<file path="src/fcd_pkg.sv">
// Package of constants and types for the memory clock divider block
//
// Function
// Read-only loaded flag in bit 7; reset clears it, first write sets it.
// Bits 6..0 readable always; only the first write after reset is accepted.
// Erase and program are blocked while the loaded flag is zero.
// Prescaler input is bus clock, or bus clock divided by 8 when bit 6 set.
// Memory clock equals selected input divided by divisor field plus one.
// Each timing pulse lasts one memory clock cycle; sequencer counts pulses. The code's pulse is one bus clock cycle wide, once per period.
// Software picks settings giving a 150 to 200 kHz memory clock.
// Software writes the divider register before any erase or program.
// Bit 7 write data ignored; any write counts as the first write. The code counts only a write to the register with wb_sel_i set.
package fcd_pkg;

  // Register map, byte addresses on the bus
  localparam logic [15:0] FCD_DIV_OFFSET   = 16'h1820;
  localparam int          FCD_ADDR_W       = 16;

  // Field positions of the divider register
  localparam int          FCD_LOADED_BIT   = 7;
  localparam int          FCD_PRESCALE_BIT = 6;
  localparam int          FCD_DIV_MSB      = 5;
  localparam int          FCD_DIV_W        = 6;

  // Reset values
  localparam logic [7:0]  FCD_DIV_RESET    = 8'h00;

  // Prescaler ratio and its counter width
  localparam int          FCD_PRESCALE     = 8;
  localparam int          FCD_PRE_W        = 3;
  localparam logic [2:0]  FCD_PRE_LAST     = 3'h7;

  // Timing figures of the allowed memory clock and of the bus clock, in kHz
  localparam int          FCD_FCLK_MIN_KHZ = 150;
  localparam int          FCD_FCLK_MAX_KHZ = 200;
  localparam int          FCD_BUS_KHZ      = 20000;

  // Settings held by the divider register
  typedef struct packed {
    logic                 loaded;
    logic                 prescale_by_eight;
    logic [FCD_DIV_W-1:0] divisor;
  } fcd_div_t;

  // Memory clock outputs toward the program and erase sequencer
  typedef struct packed {
    logic                 pulse;
    logic                 enable;
  } fcd_clk_t;

endpackage

</file>
<file path="src/fcd_counter.sv">
// Terminal count divider used for the prescaler and the main divider
`timescale 1ns/100ps
`default_nettype none
module fcd_counter #(
  parameter int W = 6
) (
  input  wire logic         clk_i,
  input  wire logic         rst_i,
  input  wire logic         tick_i,
  input  wire logic [W-1:0] last_i,
  output logic              wrap_o
);
  logic [W-1:0] count;
  logic [W-1:0] next_count;

  // Count ticks from zero up to last_i, then wrap
  always_comb begin
    next_count = count;
    if (tick_i) begin
      if (count >= last_i) begin
        next_count = '0;
      end else begin
        next_count = count + {{(W-1){1'b0}}, 1'b1};
      end
    end
  end

  always_ff @(posedge clk_i) begin
    if (rst_i) begin
      count <= '0;
    end else begin
      count <= next_count;
    end
  end

  // Wrap is combinational so the next stage sees it in the same cycle
  assign wrap_o = tick_i && (count >= last_i);
endmodule
`default_nettype wire

</file>
<file path="src/fcd_top.sv">
// Memory clock divider register with Wishbone slave and pulse generator
//
// Decided for this implementation: the Wishbone register port.
`timescale 1ns/100ps
`default_nettype none
module fcd_top (
  input  wire logic                        clk_i,
  input  wire logic                        rst_i,
  input  wire logic                        wb_cyc_i,
  input  wire logic                        wb_stb_i,
  input  wire logic                        wb_we_i,
  input  wire logic [fcd_pkg::FCD_ADDR_W-1:0] wb_adr_i,
  input  wire logic [7:0]                  wb_dat_i,
  input  wire logic                        wb_sel_i,
  output logic      [7:0]                  wb_dat_o,
  output logic                             wb_ack_o,
  output logic                             wb_err_o,
  output fcd_pkg::fcd_clk_t                mem_clk_o,
  output logic                             erase_program_allowed_o
);
  import fcd_pkg::*;

  fcd_div_t   memory_clock_divider_reg;
  fcd_div_t   next_memory_clock_divider_reg;
  logic       ack;
  logic       next_ack;
  logic       err;
  logic       next_err;
  logic [7:0] rdata;
  logic [7:0] next_rdata;
  logic       pulse;
  logic       next_pulse;
  logic       req;
  logic       hit;
  logic       pre_wrap;
  logic       div_tick;
  logic       div_wrap;

  // A new request only when no answer is pending, so one ack per access
  assign req = wb_cyc_i && wb_stb_i && !ack && !err;
  assign hit = (wb_adr_i == FCD_DIV_OFFSET);

  // Register update; loaded flag gates further writes
  always_comb begin
    next_memory_clock_divider_reg = memory_clock_divider_reg;
    // Accept first write only
    if (req && hit && wb_we_i && wb_sel_i &&
        !memory_clock_divider_reg.loaded) begin
      next_memory_clock_divider_reg.prescale_by_eight =
        wb_dat_i[FCD_PRESCALE_BIT];
      next_memory_clock_divider_reg.divisor = wb_dat_i[FCD_DIV_MSB:0];
      // First write sets flag
      // Bit 7 data ignored
      next_memory_clock_divider_reg.loaded = 1'b1;
    end
  end

  // Bus answer: ack on mapped address, err elsewhere, one cycle later
  always_comb begin
    next_ack   = 1'b0;
    next_err   = 1'b0;
    next_rdata = rdata;
    if (req) begin
      next_ack   = hit;
      next_err   = !hit;
      // Unmapped reads return zero
      next_rdata = hit ? memory_clock_divider_reg : 8'h00;
    end
  end

  always_ff @(posedge clk_i) begin
    if (rst_i) begin
      memory_clock_divider_reg <= FCD_DIV_RESET;
      ack                      <= 1'b0;
      err                      <= 1'b0;
      rdata                    <= 8'h00;
    end else begin
      memory_clock_divider_reg <= next_memory_clock_divider_reg;
      ack                      <= next_ack;
      err                      <= next_err;
      rdata                    <= next_rdata;
    end
  end

  assign wb_ack_o = ack;
  assign wb_err_o = err;
  assign wb_dat_o = rdata;

  // Divide by eight prescaler
  fcd_counter #(
    .W (FCD_PRE_W)
  ) u_prescale (
    .clk_i  (clk_i),
    .rst_i  (rst_i),
    .tick_i (1'b1),
    .last_i (FCD_PRE_LAST),
    .wrap_o (pre_wrap)
  );

  // Select prescaled or bus clock
  assign div_tick = memory_clock_divider_reg.prescale_by_eight ?
                    pre_wrap : 1'b1;

  // Divide by divisor plus one
  fcd_counter #(
    .W (FCD_DIV_W)
  ) u_divider (
    .clk_i  (clk_i),
    .rst_i  (rst_i),
    .tick_i (div_tick),
    .last_i (memory_clock_divider_reg.divisor),
    .wrap_o (div_wrap)
  );

  // One pulse per memory clock period, held off until loaded
  always_comb begin
    next_pulse = div_wrap && memory_clock_divider_reg.loaded;
  end

  always_ff @(posedge clk_i) begin
    if (rst_i) begin
      pulse <= 1'b0;
    end else begin
      pulse <= next_pulse;
    end
  end

  // Gate erase and program
  assign erase_program_allowed_o = memory_clock_divider_reg.loaded;
  // One driver for the whole struct; pulse is the upper member
  assign mem_clk_o = {pulse, memory_clock_divider_reg.loaded};
endmodule
`default_nettype wire

</file>
<file path="config.mk">
export PLATFORM = sky130hd
export DESIGN_NAME = fcd_top
export DESIGN_NICKNAME = d
export VERILOG_FILES = /design/src/fcd_pkg.sv /design/src/fcd_counter.sv /design/src/fcd_top.sv
export SDC_FILE = /design/constraint.sdc
export NUM_CORES = 1
export LEC_CHECK = 0
export CORE_MARGIN = 5
export CORE_UTILIZATION = 55
export DETAILED_ROUTE_END_ITERATION = 16
export DONT_BUFFER_PORTS = 1
export PLACE_DENSITY = 0.77
export SETUP_SLACK_MARGIN = 0.5
export SLEW_MARGIN = 10
export SYNTH_ARGS = -nofsm -noshare
export SYNTH_HDL_FRONTEND = slang
export SYNTH_SLANG_ARGS = --single-unit
</file>
<file path="constraint.sdc">
create_clock -name clk_i -period 1.7 [get_ports clk_i]
set_clock_uncertainty 0.2 [all_clocks]
set_input_delay 0.255 -clock clk_i [delete_from_list [all_inputs] [get_ports clk_i]]
set_output_delay 0.255 -clock clk_i [all_outputs]
set_load 0.005 [all_outputs]
</file>
# Word level (Yosys, flattened, before mapping)
# Index checks and enable logic that the tools add are counted.
totals:
  register_bits: 28
op_classes:
  addsub: 2
  order_cmp: 2
  n_eq_ne: 1
  n_mux: 3
  bitwise_logic: 1
  reduce_logical: 15
op_table:
  columns: ["cell", "n"]
  rows:
  - ["$eq 16x13->1 const B", 1]
  - ["$logic_and 1x1->1", 9]
  - ["$mux 8", 1]
  - ["$add 6x1->6 const B", 1]
  - ["$ge 6x6->1", 1]
  - ["$mux 6", 1]
  - ["$logic_not 1->1", 4]
  - ["$reduce_or 2->1", 2]
  - ["$add 3x1->3 const B", 1]
  - ["$ge 3x3->1 const B", 1]
  - ["$mux 1", 1]
  - ["$not 1->1", 1]

# Logic depth before layout (Yosys ltp)
depth:
  word_depth: 7
  mapped_depth: 7
  mapped_depth_nobuf: 6

# Hierarchy
# A second synthesis with hierarchy kept.
unflattened:
  cells_unflattened: 140
  hier_area_um2: 1462.7
modules_own_cells:
  columns: ["module", "instances", "cells_each", "area_per_inst_um2", "seq_area_each_um2"]
  rows:
  - ["fcd_top", 1, 69, 794.5, 380.4]
  - ["fcd_counter at u_divider", 1, 45, 436.7, 120.1]
  - ["fcd_counter at u_prescale", 1, 26, 231.5, 60.1]

# Least setup slack after synthesis
# OpenSTA, ideal clock, no wires.
synth_path:
  path_type: "reg2reg"
  start: "register u_prescale.count[0]"
  end: "register u_divider.count[5]"
  setup_time_ns: 0.095
  t_arrival_ns: 1.528
  t_required_ns: 1.405
  path_slack_ns: -0.124
  path_stages_with_launch: 7
  n_path_buf: 0
  synth_period_minus_slack_ns: 1.824
  cell_sequence: "dfxtp_1 ha_1 ha_1 nand2b_1 o2111ai_1 or3_1 a221oi_1"
synth_via:
  elab_chain_len: 2
synth_rtl:
  columns: ["element", "line", "text"]
  rows:
  - ["start: declaration", "fcd_counter.sv:13", "logic [W-1:0] count;"]
  - ["start signal: assignment", "fcd_counter.sv:32", "count <= next_count;"]
  - ["$ge 3x3->1", "fcd_counter.sv:37", "assign wrap_o = tick_i && (count >= last_i);"]
  - ["$mux 1", "fcd_top.sv:101", "assign div_tick = memory_clock_divider_reg.prescale_by_eight ?"]
  - ["end signal: assignment", "fcd_counter.sv:32", null]
  - ["end: declaration", "fcd_counter.sv:13", null]
# Every way passes these cells.
# A chain may end at the register's enable or synchronous reset.

# Worst setup path in the final report
layout_path:
  start: "register memory_clock_divider_reg[3] in the netlist's numbering"
  end: "register u_divider.count[1]"
layout_via:
  elab_chain_len: 2
layout_rtl:
  columns: ["element", "line", "text"]
  rows:
  - ["start: declaration", "fcd_top.sv:23", "fcd_div_t memory_clock_divider_reg;"]
  - ["start signal: assignment", "fcd_top.sv:78", "memory_clock_divider_reg <= next_memory_clock_divider_reg;"]
  - ["$ge 6x6->1", "fcd_counter.sv:20", "if (count >= last_i) begin"]
  - ["$mux 6", "fcd_counter.sv:20", null]
# Every way passes these cells.

==> metrics.txt <==
clk sinks=28; count of cell types in the netlist=35; post-synthesis xor/xnor area fraction=2.67%; Max VDD drop=0.621 mV; total power=0.00101 W; failing checks=hold timing, setup timing; Area contributors post-synth=dfxtp_1 43%, ha_1 8.6%, nand2b_1 8.1%; Compound-Gate Fraction of Synth Area=14.6%; chip width=58.9 um; Final Wtd Congestion=0.715; Reg clk slew, reported paths=130 ps; multiplexer area fraction after synthesis=6.10%; gr usage total=18.5%; Seq/Total Area, Yosys=42.7%; Clock Latency Late Sink=320 ps; Final Hold Vio Count=20; Finish-stage setup viols=2; WP data required=1740 ps; FMAX=571 MHz; status=finished with violations; largest net degree at the start of global routing=28; Post-Synth Adder-Cell Area=8.57%; H-tree depth=1; CP Class=flop to flop; maximum fanout along the worst path=7; max_slew headroom=78.3%; area leader, netlist=dfxtp_1; synthesized area=1310 um2; total iterations of the first detailed-routing run=4; core area=2250 um2; vias in the first global route=1107; Yosys top cell area share=42.7%; deepest clock path buffer count=2; CTS tree=done; die area=3470 um2; total number of yosys warnings=0; half-perimeter wire length after placement=2.12 mm; Hold Buf Count CTS=7; total gr overflow=0; worst hold path class=primary input to flop; drt first-iter violations=24; CP endpoint kind=flop; RSZ-0062 raised after global routing=yes; Port Buffer Count=0; DR WL/cell=18.3 um; Syn Inst Count=124; Worst Max-Slew Pin Slew=324 ps; Layout area overhead=38.3%; largest family of logic cells by synthesized area=simple AND/OR/NAND/NOR gates; DRC viols=0; final net count=186; Post-synth ARST share=0%; Inserted Clock Buffers=3; Syn Area/Cell=10.6 um2; syn nets=163; simple-gate portion of the synthesized area=21.4%; pwr/cell area=555 nW/um2; max_cap viols=0; Initial Util=58.3%; Util after Layout=80.6%; first-pass GRT wire length=4.95 mm; Die Ht=58.9 um; max reg flops=8; fin crit share=103%; Setup WS pre-CTS=-113 ps; cell row count=17; Vias=1034; static leakage=0.665 nW; main flop type after synthesis=dfxtp_1; Yosys reg bits=28; IO Pins=43; Routed Wire Length=3.17 mm; ANT cells=0; fin. max-slew vios=0; root buffer cell=clkbuf_4; Crit path arrival time=1800 ps; post-layout min period=1750 ps; Worst setup SP type=flop; Routed Antenna Nets=0; Hold Slack=-229 ps; PnR worst setup slack=-51.3 ps; EDFF count, synth=0; antenna violations before repair=0; share of cells above drive strength 1=46.2%; Via density=5.98
## what timing repair did
action                                 4_1_cts  5_1_grt
buffers inserted                             4        3
setup endpoints to repair                   30       30
resized for setup                           24       16
cloned                                       0        0
endpoints found under the hold margin       20       20
pin swaps                                   18       15
## Yosys cell counts (all sizes together) (2+ instances only)
| master | instances |
|---|---|
| dfxtp | 28 |
| nand2b | 17 |
| xor2 | 3 |
| a211oi | 5 |
| nand4 | 2 |
| buf | 2 |
| clkbuf | 4 |
| nand2 | 2 |
| nor2 | 2 |
| ha | 9 |
| mux2i | 8 |
| and3 | 3 |
| nor4 | 3 |
| nand3 | 2 |
| a22o | 8 |
| nor3 | 2 |
| inv | 6 |
| a21oi | 2 |
| o21ai | 3 |
| o2111ai | 2 |
## layout make-up
type,instances,area (um2)
Multi-Input combinational cell,84,945
Sequential cell,28,578
Fill cell,134,438
Timing Repair Buffer,24,214
Tap cell,28,35.0
Clock buffer,3,22.5
Inverter,6,22.5
## cells in the final DEF, fill, tap and decap left out, types with 2 or more instances in the layout
cell / count
inv_1: 5
mux2i_1: 8
o21ai_0: 2
a211oi_2: 5
dfxtp_2: 11
nor2_4: 2
a22o_1: 8
nor3_4: 2
a21oi_2: 2
xor2_1: 2
buf_4: 15
ha_1: 4
nand2_1: 2
dlygate4sd3_1: 7
nor4_4: 2
ha_4: 4
nand2b_1: 15
and3_1: 3
clkbuf_4: 3
dfxtp_1: 16
nand2b_4: 2
## critical path: stages, from the launching register on
cell	delay, ps
dfxtp_2	360
inv_2	40
ha_4	210
a211o_1	280
a21oi_2	180
o21ai_4	140
a211oi_2	270
## final timing paths
check,startpoint,end,slack [ps],cells past startpoint
min,rst_i,u_divider.count[4]$_SDFFE_PP0N_,-230,1
min reg2reg,memory_clock_divider_reg[0]$_SDFFE_PP0P_,memory_clock_divider_reg[0]$_SDFFE_PP0P_,310,2
max,memory_clock_divider_reg[3]$_SDFFE_PP0P_,u_divider.count[1]$_SDFFE_PP0N_,-50,6
max reg2reg,memory_clock_divider_reg[3]$_SDFFE_PP0P_,u_divider.count[1]$_SDFFE_PP0N_,-50,6
## cell families (layout without fill, tap and decap cells)
kind of cell	count (synthesis)	count (layout)
compound gates	25	25
xor+xnor	4	4
fa+ha+maj	9	9
buf+inv	12	33
flops	28	28
mux	8	8
simple gates	38	38
## metrics by stage
step / setup TNS [ps] / instance area, um2 / hold slack (ps) / instances
2_1_floorplan: 0 / 1410 / 203 / 124
3_3_place_gp: -66.3 / 1490 / 125 / 156
3_5_place_dp: -285 / 1490 / 134 / 156
4_1_cts: -95.9 / 1720 / -228 / 170
5_1_grt: -285 / 1820 / -250 / 173
6_report: -79.2 / 1820 / -229 / 173
## where the power goes
group,switching (W),internal [W]
combinational,0.0000250,0.0000486
clock,0.000180,0.0000832
sequential,0.00000789,0.000663
total,0.000213,0.000795
## routing by layer
metal,global-route usage [%],part of all wire (%),up-vias
li1,-,-,492
met1,20.4,38,504
met2,35.2,54,33
met3,2.63,6.2,5
met4,7.12,1.3,0
met5,0,0,-
No activity file was read; power rests on OpenSTA's default activity.
